===== config.mk =====
export PLATFORM = sky130hd
export DESIGN_NAME = pmd_driver
export DESIGN_NICKNAME = d
export VERILOG_FILES = /design/src/rtl/pmd_pkg.sv /design/src/rtl/pmd_sync.sv /design/src/rtl/pmd_quad.sv /design/src/rtl/pmd_driver.sv
export SDC_FILE = /design/constraint.sdc
export NUM_CORES = 1
export LEC_CHECK = 0
export ABC_AREA = 1
export BUFFER_PORTS_ARGS = -buffer_cell sky130_fd_sc_hd__buf_2
export CAP_MARGIN = 30
export CORE_MARGIN = 3
export CORE_UTILIZATION = 34
export CTS_BUF_LIST = sky130_fd_sc_hd__clkbuf_2
export DETAILED_ROUTE_END_ITERATION = 8
export PLACE_DENSITY = 0.59
export SYNTH_ARGS = -nofsm -noshare
export SYNTH_HDL_FRONTEND = slang
export SYNTH_SLANG_ARGS = --single-unit

===== constraint.sdc =====
create_clock -name clk -period 7.8 [get_ports clk]
set_clock_uncertainty 0.15 [all_clocks]
set_input_delay 0.78 -clock clk [delete_from_list [all_inputs] [get_ports clk]]
set_output_delay 0.78 -clock clk [all_outputs]
set_load 0.1 [all_outputs]

===== src/rtl/pmd_pkg.sv =====
// constants and types shared by the pulse-input motor driver logic
`default_nettype none
package pmd_pkg;

  // -----------------------------------------------------------------
  // timing
  // -----------------------------------------------------------------
  localparam int CLK_HZ          = 100_000_000;
  localparam int BLINK_HALF_MS   = 250;
  localparam int BLINK_HALF_CYC  = CLK_HZ / 1000 * BLINK_HALF_MS;
  localparam int FILTER_UNIT_US  = 100;
  localparam int FILTER_UNIT_CYC = CLK_HZ / 1_000_000 * FILTER_UNIT_US;
  localparam int RES_STEPS_LOW   = 1000;
  localparam int RES_STEPS_HIGH  = 10000;
  localparam int HOME_SPEED_SHIFT = 2;

  // -----------------------------------------------------------------
  // register map (byte addresses)
  // -----------------------------------------------------------------
  localparam logic [7:0] ADDR_CTRL       = 8'h00;
  localparam logic [7:0] ADDR_INMAP      = 8'h04;
  localparam logic [7:0] ADDR_OUTMAP     = 8'h08;
  localparam logic [7:0] ADDR_CMD        = 8'h0C;
  localparam logic [7:0] ADDR_STATUS     = 8'h10;
  localparam logic [7:0] ADDR_POSITION   = 8'h14;
  localparam logic [7:0] ADDR_HOME_POS   = 8'h18;
  localparam logic [7:0] ADDR_JOG_PERIOD = 8'h1C;
  localparam logic [7:0] ADDR_ANGLE      = 8'h20;

  // control register fields
  localparam int CTRL_RES_BIT   = 0;
  localparam int CTRL_MODE_BIT  = 1;
  localparam int CTRL_CUR_LSB   = 4;
  localparam int CTRL_FIL_LSB   = 8;
  localparam logic [11:0] CTRL_RESET = 12'h1F0;
  localparam int CMD_HOME_SET_BIT = 0;

  // function codes for the general input and output pins
  localparam int FN_W = 3;
  localparam int N_IO = 6;
  localparam logic [2:0] FN_GO_HOME = 3'h0;
  localparam logic [2:0] FN_STOP    = 3'h1;
  localparam logic [2:0] FN_FREE    = 3'h2;
  localparam logic [2:0] FN_CLEAR   = 3'h3;
  localparam logic [2:0] FN_JOG_FWD = 3'h4;
  localparam logic [2:0] FN_JOG_REV = 3'h5;
  localparam logic [2:0] OF_HOME_END = 3'h0;
  localparam logic [2:0] OF_IN_POS   = 3'h1;
  localparam logic [2:0] OF_PULSE_INPUT_PREPARED  = 3'h2;
  localparam logic [2:0] OF_READY    = 3'h3;
  localparam logic [2:0] OF_MOVE     = 3'h4;
  localparam logic [2:0] OF_FAULT_NC = 3'h5;
  localparam logic [17:0] INMAP_RESET  = 18'h2C688;
  localparam logic [17:0] OUTMAP_RESET = 18'h2C688;
  localparam logic [31:0] JOG_PERIOD_RESET = 32'h0000C350;

  localparam logic [1:0] RESP_OKAY   = 2'h0;
  localparam logic [1:0] RESP_SLVERR = 2'h2;

  typedef enum logic [1:0] {ST_IDLE, ST_HOME, ST_JOG} pmd_state_t;

endpackage
`default_nettype wire


===== src/rtl/pmd_sync.sv =====
// three-stage synchroniser with agreement filter for pin inputs
`timescale 1ns/1ns
`default_nettype none
module pmd_sync import pmd_pkg::*; #(
  parameter int W = 1
) (
  // clock and reset
  input  wire logic         clk,
  input  wire logic         ce,
  input  wire logic         reset_n,
  // pins and filtered levels
  input  wire logic [W-1:0] pin_in,
  output logic      [W-1:0] level_out
);

  typedef struct packed {
    logic [W-1:0] s1;
    logic [W-1:0] s2;
    logic [W-1:0] s3;
    logic [W-1:0] lvl;
  } pmd_sync_st_t;

  pmd_sync_st_t s_q, s_d;

  always_comb begin
    s_d    = s_q;
    s_d.s1 = pin_in;
    s_d.s2 = s_q.s1;
    s_d.s3 = s_q.s2;
    // a change counts only once stage two and three agree
    for (int i = 0; i < W; i++) begin
      if (s_q.s2[i] == s_q.s3[i]) begin
        s_d.lvl[i] = s_q.s3[i];
      end
    end
  end

  always_ff @(posedge clk) begin
    if (!reset_n) begin
      s_q <= '0;
    end else if (ce) begin
      s_q <= s_d;
    end
  end

  assign level_out = s_q.lvl;

endmodule // pmd_sync
`default_nettype wire


===== src/rtl/pmd_quad.sv =====
// quadrature feedback generator driven by motor steps
`timescale 1ns/1ns
`default_nettype none
module pmd_quad import pmd_pkg::*; (
  // clock and reset
  input  wire logic clk,
  input  wire logic ce,
  input  wire logic reset_n,
  // step events
  input  wire logic step,
  input  wire logic dir_fwd,
  // feedback pair
  output logic      quad_a,
  output logic      quad_b
);

  typedef struct packed {
    logic [1:0] phase;
    logic       a;
    logic       b;
  } pmd_quad_st_t;

  pmd_quad_st_t s_q, s_d;
  logic [1:0]   nph;

  always_comb begin
    s_d = s_q;
    nph = s_q.phase;
    // forward steps let B lead A, reverse steps let A lead B
    if (step) begin
      nph = dir_fwd ? s_q.phase + 2'h1 : s_q.phase - 2'h1;
    end
    s_d.phase = nph;
    s_d.a     = nph[1];
    s_d.b     = nph[1] ^ nph[0];
  end

  always_ff @(posedge clk) begin
    if (!reset_n) begin
      s_q <= '0;
    end else if (ce) begin
      s_q <= s_d;
    end
  end

  assign quad_a = s_q.a;
  assign quad_b = s_q.b;

endmodule // pmd_quad
`default_nettype wire


===== src/rtl/pmd_driver.sv =====
// pulse-input motor driver control, status and register logic
`timescale 1ns/1ns
`default_nettype none
module pmd_driver import pmd_pkg::*; #(
  parameter int BLINK_CYC  = BLINK_HALF_CYC,
  parameter int FILTER_CYC = FILTER_UNIT_CYC,
  parameter int RES_LOW    = RES_STEPS_LOW,
  parameter int RES_HIGH   = RES_STEPS_HIGH
) (
  // clock, enable and reset
  input  wire logic              clk,
  input  wire logic              ce,
  input  wire logic              reset_n,
  // axi4-lite write channels
  input  wire logic        [7:0] s_axi_awaddr,
  input  wire logic              s_axi_awvalid,
  output logic                   s_axi_awready,
  input  wire logic       [31:0] s_axi_wdata,
  input  wire logic        [3:0] s_axi_wstrb,
  input  wire logic              s_axi_wvalid,
  output logic                   s_axi_wready,
  output logic             [1:0] s_axi_bresp,
  output logic                   s_axi_bvalid,
  input  wire logic              s_axi_bready,
  // axi4-lite read channels
  input  wire logic        [7:0] s_axi_araddr,
  input  wire logic              s_axi_arvalid,
  output logic                   s_axi_arready,
  output logic            [31:0] s_axi_rdata,
  output logic             [1:0] s_axi_rresp,
  output logic                   s_axi_rvalid,
  input  wire logic              s_axi_rready,
  // pulse inputs (pins)
  input  wire logic              clockwise_pulse_in,
  input  wire logic              counterclockwise_pulse_in,
  // general inputs and outputs (pins)
  input  wire logic [N_IO-1:0]   gen_in,
  output logic      [N_IO-1:0]   gen_out,
  // protection trip from the power stage (pin)
  input  wire logic              protect_trip,
  // motor stage
  output logic                   motor_step,
  output logic                   motor_dir_fwd,
  output logic                   motor_excited,
  output logic             [3:0] motor_current_level,
  // feedback and indicators
  output logic                   quad_a_out,
  output logic                   quad_b_out,
  output logic                   power_led,
  output logic                   alarm_led,
  output logic                   ready_led
);

  // -----------------------------------------------------------------
  // state
  // -----------------------------------------------------------------
  typedef struct packed {
    logic        awready;
    logic        wready;
    logic        aw_got;
    logic        w_got;
    logic  [7:0] awaddr;
    logic [31:0] wdata;
    logic  [3:0] wstrb;
    logic        bvalid;
    logic  [1:0] bresp;
    logic        arready;
    logic        rvalid;
    logic [31:0] rdata;
    logic  [1:0] rresp;
    logic [11:0] ctrl;
    logic [17:0] inmap;
    logic [17:0] outmap;
    logic [31:0] jog_period;
    logic [31:0] home_pos;
    logic        home_valid;
    logic [31:0] pos;
    logic [31:0] angle;
    pmd_state_t  state;
    logic [31:0] timer;
    logic [31:0] settle;
    logic  [7:0] in_prev;
    logic        alarm;
    logic        home_end;
    logic        ready;
    logic        step;
    logic        dir_fwd;
    logic        excited;
    logic  [3:0] cur;
    logic [31:0] blink_cnt;
    logic        blink;
    logic        power_led;
    logic        alarm_led;
    logic        ready_led;
    logic [N_IO-1:0] gen_out;
  } pmd_st_t;

  pmd_st_t s_q, s_d;

  logic [8:0] sync_lvl;

  pmd_sync #(.W(9)) pmd_sync_i (
    .clk       (clk),
    .ce        (ce),
    .reset_n   (reset_n),
    .pin_in    ({protect_trip, counterclockwise_pulse_in, clockwise_pulse_in, gen_in}),
    .level_out (sync_lvl)
  );

  pmd_quad pmd_quad_i (
    .clk     (clk),
    .ce      (ce),
    .reset_n (reset_n),
    .step    (s_q.step),
    .dir_fwd (s_q.dir_fwd),
    .quad_a  (quad_a_out),
    .quad_b  (quad_b_out)
  );

  // -----------------------------------------------------------------
  // helpers
  // -----------------------------------------------------------------
  function automatic logic [31:0] wmerge(input logic [31:0] old, input logic [31:0] nw,
                                         input logic [3:0] strb);
    logic [31:0] r;
    r = old;
    for (int b = 0; b < 4; b++) begin
      if (strb[b]) begin
        r[b*8 +: 8] = nw[b*8 +: 8];
      end
    end
    return r;
  endfunction

  // level of an input function: any pin mapped to it that is high
  function automatic logic fn_on(input logic [17:0] map, input logic [N_IO-1:0] pins,
                                 input logic [2:0] code);
    logic hit;
    hit = 1'b0;
    for (int i = 0; i < N_IO; i++) begin
      if (map[i*FN_W +: FN_W] == code && pins[i]) begin
        hit = 1'b1;
      end
    end
    return hit;
  endfunction

  // -----------------------------------------------------------------
  // next state
  // -----------------------------------------------------------------
  logic [N_IO-1:0] gin;
  logic        lv_cw, lv_ccw, trip;
  logic        stop_r, free_r, jog_f, jog_r, home_rise, clr_rise;
  logic        cw_rise, ccw_rise, go, step_now, dir_now, moving;
  logic [31:0] spr, period, wr_val, settle_load;
  logic  [5:0] ofn;

  always_comb begin
    s_d       = s_q;
    gin       = sync_lvl[N_IO-1:0];
    lv_cw     = sync_lvl[6];
    lv_ccw    = sync_lvl[7];
    trip      = sync_lvl[8];
    s_d.in_prev = sync_lvl[7:0];
    stop_r    = fn_on(s_q.inmap, gin, FN_STOP);
    free_r    = fn_on(s_q.inmap, gin, FN_FREE);
    jog_f     = fn_on(s_q.inmap, gin, FN_JOG_FWD);
    jog_r     = fn_on(s_q.inmap, gin, FN_JOG_REV);
    home_rise = fn_on(s_q.inmap, gin, FN_GO_HOME)
                & !fn_on(s_q.inmap, s_q.in_prev[N_IO-1:0], FN_GO_HOME);
    clr_rise  = fn_on(s_q.inmap, gin, FN_CLEAR)
                & !fn_on(s_q.inmap, s_q.in_prev[N_IO-1:0], FN_CLEAR);
    cw_rise   = lv_cw & !s_q.in_prev[6];
    ccw_rise  = lv_ccw & !s_q.in_prev[7];
    spr       = s_q.ctrl[CTRL_RES_BIT] ? 32'(RES_HIGH) : 32'(RES_LOW);
    step_now  = 1'b0;
    dir_now   = s_q.dir_fwd;
    wr_val    = 32'h0;

    // --- alarm: a trip in the clear cycle keeps the alarm set
    s_d.alarm = trip | (s_q.alarm & !clr_rise);
    s_d.excited = !free_r;
    go = s_q.excited & !s_q.alarm & !stop_r;

    // --- motion sequencing
    period = (s_q.state == ST_HOME) ? (s_q.jog_period >> HOME_SPEED_SHIFT) : s_q.jog_period;
    s_d.timer = s_q.timer + 32'h1;
    if (!go) begin
      s_d.state = ST_IDLE;
      s_d.timer = 32'h0;
    end else begin
      unique case (s_q.state)
        ST_IDLE: begin
          s_d.timer = 32'h0;
          if (home_rise && s_q.home_valid && s_q.pos != s_q.home_pos) begin
            s_d.state = ST_HOME;
          end else if (home_rise && s_q.home_valid) begin
            s_d.home_end = 1'b1;
          end else if (jog_f ^ jog_r) begin
            s_d.state = ST_JOG;
          end else if (!s_q.ctrl[CTRL_MODE_BIT]) begin
            // simultaneous edges on both trains cancel out
            if (cw_rise ^ ccw_rise) begin
              step_now = 1'b1;
              dir_now  = cw_rise;
            end
          end else if (cw_rise) begin
            step_now = 1'b1;
            dir_now  = !lv_ccw;
          end
        end
        ST_HOME: begin
          if (s_q.pos == s_q.home_pos) begin
            s_d.state    = ST_IDLE;
            s_d.home_end = 1'b1;
          end else if (s_q.timer >= period) begin
            s_d.timer = 32'h0;
            step_now  = 1'b1;
            dir_now   = $signed(s_q.home_pos) > $signed(s_q.pos);
          end
        end
        ST_JOG: begin
          if (!(jog_f ^ jog_r)) begin
            s_d.state = ST_IDLE;
          end else if (s_q.timer >= period) begin
            s_d.timer = 32'h0;
            step_now  = 1'b1;
            dir_now   = jog_f;
          end
        end
      endcase
    end

    // --- step bookkeeping
    s_d.step = step_now;
    if (step_now) begin
      s_d.dir_fwd = dir_now;
      if (s_q.state != ST_HOME) begin
        s_d.home_end = 1'b0;
      end
      s_d.pos = dir_now ? s_q.pos + 32'h1 : s_q.pos - 32'h1;
      if (dir_now) begin
        s_d.angle = (s_q.angle + 32'h1 >= spr) ? 32'h0 : s_q.angle + 32'h1;
      end else begin
        s_d.angle = (s_q.angle == 32'h0) ? spr - 32'h1 : s_q.angle - 32'h1;
      end
    end

    // --- settling: a longer filter setting holds motion-active longer
    settle_load = 32'(FILTER_CYC) * {28'h0, s_q.ctrl[CTRL_FIL_LSB +: 4]};
    if (step_now) begin
      s_d.settle = (settle_load == 32'h0) ? 32'h1 : settle_load;
    end else if (s_q.settle != 32'h0) begin
      s_d.settle = s_q.settle - 32'h1;
    end
    moving = (s_q.settle != 32'h0) || (s_q.state != ST_IDLE);

    s_d.ready = go & (s_q.state == ST_IDLE) & !moving;
    // running current is the base, standstill current is half of it
    if (!s_q.excited) begin
      s_d.cur = 4'h0;
    end else begin
      s_d.cur = moving ? s_q.ctrl[CTRL_CUR_LSB +: 4] : s_q.ctrl[CTRL_CUR_LSB +: 4] >> 1;
    end

    // --- indicators
    s_d.power_led = 1'b1;
    if (s_q.alarm) begin
      if (s_q.blink_cnt >= 32'(BLINK_CYC - 1)) begin
        s_d.blink_cnt = 32'h0;
        s_d.blink     = !s_q.blink;
      end else begin
        s_d.blink_cnt = s_q.blink_cnt + 32'h1;
      end
    end else begin
      s_d.blink_cnt = 32'h0;
      s_d.blink     = 1'b1;
    end
    s_d.alarm_led = s_q.alarm & s_q.blink;
    // registered beside gen_out so the lamp never leads the ready pin
    s_d.ready_led = s_q.ready;

    // --- general outputs through the remap table
    ofn[OF_HOME_END] = s_q.home_end;
    ofn[OF_IN_POS]   = !moving & s_q.excited & !s_q.alarm;
    ofn[OF_PULSE_INPUT_PREPARED]  = s_q.ready;
    ofn[OF_READY]    = s_q.ready;
    ofn[OF_MOVE]     = moving;
    ofn[OF_FAULT_NC] = !s_q.alarm;
    for (int i = 0; i < N_IO; i++) begin
      s_d.gen_out[i] = ofn[s_q.outmap[i*FN_W +: FN_W]];
    end

    // --- axi write: address and data may arrive in either order
    if (s_axi_awvalid && s_q.awready) begin
      s_d.aw_got  = 1'b1;
      s_d.awready = 1'b0;
      s_d.awaddr  = s_axi_awaddr;
    end
    if (s_axi_wvalid && s_q.wready) begin
      s_d.w_got  = 1'b1;
      s_d.wready = 1'b0;
      s_d.wdata  = s_axi_wdata;
      s_d.wstrb  = s_axi_wstrb;
    end
    if (s_q.aw_got && s_q.w_got && !s_q.bvalid) begin
      s_d.aw_got = 1'b0;
      s_d.w_got  = 1'b0;
      s_d.bvalid = 1'b1;
      s_d.bresp  = RESP_OKAY;
      unique case (s_q.awaddr)
        ADDR_CTRL: begin
          wr_val     = wmerge({20'h0, s_q.ctrl}, s_q.wdata, s_q.wstrb);
          s_d.ctrl   = wr_val[11:0];
        end
        ADDR_INMAP: begin
          wr_val     = wmerge({14'h0, s_q.inmap}, s_q.wdata, s_q.wstrb);
          s_d.inmap  = wr_val[17:0];
        end
        ADDR_OUTMAP: begin
          wr_val     = wmerge({14'h0, s_q.outmap}, s_q.wdata, s_q.wstrb);
          s_d.outmap = wr_val[17:0];
        end
        ADDR_JOG_PERIOD: begin
          s_d.jog_period = wmerge(s_q.jog_period, s_q.wdata, s_q.wstrb);
        end
        ADDR_CMD: begin
          if (s_q.wstrb[0] && s_q.wdata[CMD_HOME_SET_BIT]) begin
            s_d.home_pos   = s_q.pos;
            s_d.home_valid = 1'b1;
          end
        end
        ADDR_STATUS, ADDR_POSITION, ADDR_HOME_POS, ADDR_ANGLE: begin
          s_d.bresp = RESP_OKAY;
        end
        default: begin
          s_d.bresp = RESP_SLVERR;
        end
      endcase
    end
    if (s_q.bvalid && s_axi_bready) begin
      s_d.bvalid  = 1'b0;
      s_d.awready = 1'b1;
      s_d.wready  = 1'b1;
    end

    // --- axi read
    if (s_axi_arvalid && s_q.arready) begin
      s_d.arready = 1'b0;
      s_d.rvalid  = 1'b1;
      s_d.rresp   = RESP_OKAY;
      unique case (s_axi_araddr)
        ADDR_CTRL:       s_d.rdata = {20'h0, s_q.ctrl};
        ADDR_INMAP:      s_d.rdata = {14'h0, s_q.inmap};
        ADDR_OUTMAP:     s_d.rdata = {14'h0, s_q.outmap};
        ADDR_CMD:        s_d.rdata = 32'h0;
        ADDR_STATUS:     s_d.rdata = {22'h0, s_q.state, s_q.home_valid, s_q.excited,
                                      s_q.alarm, moving, ofn[OF_IN_POS], s_q.home_end,
                                      s_q.ready, 1'b0};
        ADDR_POSITION:   s_d.rdata = s_q.pos;
        ADDR_HOME_POS:   s_d.rdata = s_q.home_pos;
        ADDR_JOG_PERIOD: s_d.rdata = s_q.jog_period;
        ADDR_ANGLE:      s_d.rdata = s_q.angle;
        default: begin
          s_d.rdata = 32'h0;
          s_d.rresp = RESP_SLVERR;
        end
      endcase
    end
    if (s_q.rvalid && s_axi_rready) begin
      s_d.rvalid  = 1'b0;
      s_d.arready = 1'b1;
    end
  end

  // -----------------------------------------------------------------
  // registers
  // -----------------------------------------------------------------
  always_ff @(posedge clk) begin
    if (!reset_n) begin
      s_q            <= '0;
      s_q.awready    <= 1'b1;
      s_q.wready     <= 1'b1;
      s_q.arready    <= 1'b1;
      s_q.ctrl       <= CTRL_RESET;
      s_q.inmap      <= INMAP_RESET;
      s_q.outmap     <= OUTMAP_RESET;
      s_q.jog_period <= JOG_PERIOD_RESET;
      s_q.state      <= ST_IDLE;
      s_q.blink      <= 1'b1;
      s_q.power_led  <= 1'b1;
    end else if (ce) begin
      s_q <= s_d;
    end
  end

  // -----------------------------------------------------------------
  // outputs
  // -----------------------------------------------------------------
  assign s_axi_awready       = s_q.awready;
  assign s_axi_wready        = s_q.wready;
  assign s_axi_bresp         = s_q.bresp;
  assign s_axi_bvalid        = s_q.bvalid;
  assign s_axi_arready       = s_q.arready;
  assign s_axi_rdata         = s_q.rdata;
  assign s_axi_rresp         = s_q.rresp;
  assign s_axi_rvalid        = s_q.rvalid;
  assign gen_out             = s_q.gen_out;
  assign motor_step          = s_q.step;
  assign motor_dir_fwd       = s_q.dir_fwd;
  assign motor_excited       = s_q.excited;
  assign motor_current_level = s_q.cur;
  assign power_led           = s_q.power_led;
  assign alarm_led           = s_q.alarm_led;
  assign ready_led           = s_q.ready_led;

endmodule // pmd_driver
`default_nettype wire


==> results.toml <==
[run_status]
outcome = "finished, final reports clean"

[clock_network]
worstSkewPairLatency_ns = 1.19
cts_sinks = 426
cts_buffers = 116
cts-htree-levels = 3
clk_pin_slew_worst_paths_ns = 0.10
root_buffer = "clkbuf_2"
cts_tree = "done"
clock_path_buffers = 3

[die]
dieArea_sq_um = 76100
fp.dieH_um = 276
ios = 128
row_count = 98
die_w_um = 276
start_util_pct = 34.5
core_sq_um = 71900

[synthesis]
yosysMostFrequentCell = "nand2_1"
synth_compound_area_share_pct = 20.4
synth_flop_cell = "dfxtp_1"
synth_warnings = 0
synth-xor-area-share_pct = 3.99
synthSimpleGateAreaFrac_pct = 24.0
ys_types = 66
synth.area.mux_share_pct = 0
async_reset_ff_share_pct = 0
yosys.area.top_type = "dfxtp_1"
synth.area.top_cells = "dfxtp_1 (34%), nand2_1 (9.9%), o21ai_0 (7.0%), a21oi_1 (6.9%), ha_1 (6.6%)"
synth_edf_count = 0
synth_top_family_by_area = "simple AND/OR/NAND/NOR gates"
synth_area_sq_um = 24800
seq_area_frac_synth_pct = 34.4
syn_avg_cell_area_sq_um = 6.93
synth_top_cells_by_count = "nand2_1 (651), dfxtp_1 (426), inv_1 (405)"
yosysTopAreaCellShare_pct = 34.4
syn_inst = 3573
ys_ff_latch = 426
synthAdderAreaFrac_pct = 6.89

[setup_path]
crit_fanout = 20
ff2ff_path_depth = 36
cp_slowest_cell = "ha_1"
r2r-end = "s_q[178]"
worstPathArrival_ns = 7.10
ff2ff_setup_slack_ns = 1.51
critical_path_class = "flop to flop"
cpMostUsedCell = "nand2_1"
timing.rr.start = "s_q[125]"
endpoint_kind = "flop"
crit_path_start_kind = "flop"
cpPeakStageDelay_ns = 0.53
cp.required_ns = 8.60

[sta]
setup_viol = 0
clock.fmax_ghz = 0.159
worst_pin_slew_ns = 0.952
slew_headroom_pct = 35.9
final.period_utilization_pct = 80.7
rsz0062_at_grt = "false"
final_hold_viol_count = 0
finalCriticalPeriod_ns = 6.29
setup_tns_ns = 0
timing.hold.ws_ns = 0.177
maxSlewViolCount = 0

[min_path]
hold_path_class = "input port to flop"
hp-start = "ce"
hold_end = "s_q[106]"
min_path_cells = 4

[final_layout]
area_delta_synth_final_pct = 11.9
layout.nets = 3926
stdcell_area_sq_um = 27700
drive_gt1_share_pct = 9.70

[pwr]
power.leakage_nw = 11.9
ir_worst_vdd_mv = 0.0849
p_per_area_nw_per_um2 = 159

[route]
vias = 24748
drt-total-wl_um = 83600
ant_nets = 0
vias_per_cell = 5.19
drt_iter0_drc = 2362
drc = 0
avgRoutedWirePerCell_um = 17.5
dr.pass1.iters = 6

[flow_run]
maxCapViolations = 0

[global_routing]
grt_max_degree = 84
antenna_found_initial = 1
grt-ovfl-total = 0
grt_pass1_vias = 23118
grt_pass1_wl_um = 130000
grt_usage_pct = 21.6

[place]
dpl_cell_area_sq_um = 25900
globalplace.congestion = 0.969
io_buffers = 124
dp_hpwl_um = 61700
-- worst max path at each step --
| stage | startpoint | cells past startpoint | slack, ns | end |
|---|---|---|---|---|
| floorplan | s_q[125] | 37 | 1.97 | s_q[183] |
| global placement | s_q[125] | 29 | 1.51 | s_q[178] |
| detailed placement | s_q[125] | 36 | 1.60 | s_q[178] |
| CTS | s_q[125] | 35 | 1.51 | s_q[183] |
| global route | s_q[125] | 36 | 0.76 | s_q[178] |
| finish | s_q[125] | 36 | 1.51 | s_q[178] |
-- placed cells by master (no fill, tap or decap), types with 8 or more instances in the layout --
cell type / n
a211oi_1: 13
a21o_1: 8
a21oi_1: 343
a221oi_1: 10
a31oi_1: 19
buf_2: 124
buf_4: 22
clkbuf_2: 158
clkinv_1: 47
dfxtp_1: 426
dlygate4sd3_1: 76
ha_1: 130
inv_1: 403
inv_2: 11
nand2_1: 650
nand3_1: 203
nand4_1: 66
nor2_1: 304
nor3_1: 73
nor4_1: 20
o211ai_1: 28
o21a_1: 10
o21ai_0: 346
o21bai_1: 8
o22ai_1: 80
or2_2: 11
xnor2_1: 12
xor2_1: 101
-- metrics by stage --
stage	std cells	worst slack [ns]	utilization [%]	total power [mW]
2_1_floorplan	3574	1.97	-	2.62
3_3_place_gp	4476	1.51	35.9	2.75
3_5_place_dp	4479	1.60	36.0	2.75
4_1_cts	4764	1.51	38.6	4.46
5_1_grt	4766	0.765	38.6	4.62
6_report	4766	1.51	38.6	4.40
-- routing by layer --
metal	wire length [um]	track usage [%]	part of all wire (%)	up-vias
met2	37000	33.8	44	787
met5	0	0	0	-
li1	-	-	-	12372
met4	2170	7.51	2.6	0
met1	38800	30.0	46	11458
met3	5570	3.63	6.7	131
-- flip-flops by register name, summed over array words and instances (netlist names) --
signal                flops
motor_excited             1
pmd_quad_i.s_q            2
s_axi_arready             1
s_axi_bvalid              1
s_axi_bresp               1
s_axi_awready             1
s_axi_wready              1
motor_dir_fwd             1
s_axi_rresp               1
s_axi_rvalid              1
s_q                     331
ready_led                 1
pmd_sync_i.s_q            9
pmd_sync_i.s_d           18
pmd_quad_i.quad_b         1
alarm_led                 1
motor_current_level       4
motor_step                1
gen_out                   6
ofn                       2
s_axi_rdata              32
pmd_sync_i.level_out      9
-- repair_timing --
action                    4_1_cts  5_1_grt
gates resized for setup         0        0
hold endpoints to repair      110        0
setup buffers                   0        0
hold buffers                   76        0
-- logic make-up after synthesis --
family | Yosys count
other | 2
flip-flops | 426
XOR/XNOR | 113
AND/OR/NAND/NOR | 1370
adder cells (fa/ha/maj) | 134
AO/OA/AOI/OAI | 912
buffers and inverters | 616
-- area by class of cell --
type                       count  area (sq um)
tap                          950          1190
sequential                   426          8530
fill                        7785         44100
timing repair buffer         225          1610
clock inverter                51           295
inverter                     422          1590
multi-input combinational   2532         13700
clock buffer                 158           791
antenna                        2          5.00
-- critical path: cells and delay by family (launching register included) --
kind            cells  cell delay, ns
compound gates     11            1.87
flops               1            0.32
simple gates       16            1.17
fa+ha+maj           3            1.33
buf+inv             6            1.23
-- power breakdown --
group          internal [mW]  switching, mW  total (mW)
registers               2.22         0.0402        2.26
logic                  0.146          0.329       0.475
clock network          0.660           1.00        1.66
total                   3.02           1.37        4.40
Note: power is estimated with default switching activity, not from simulation.
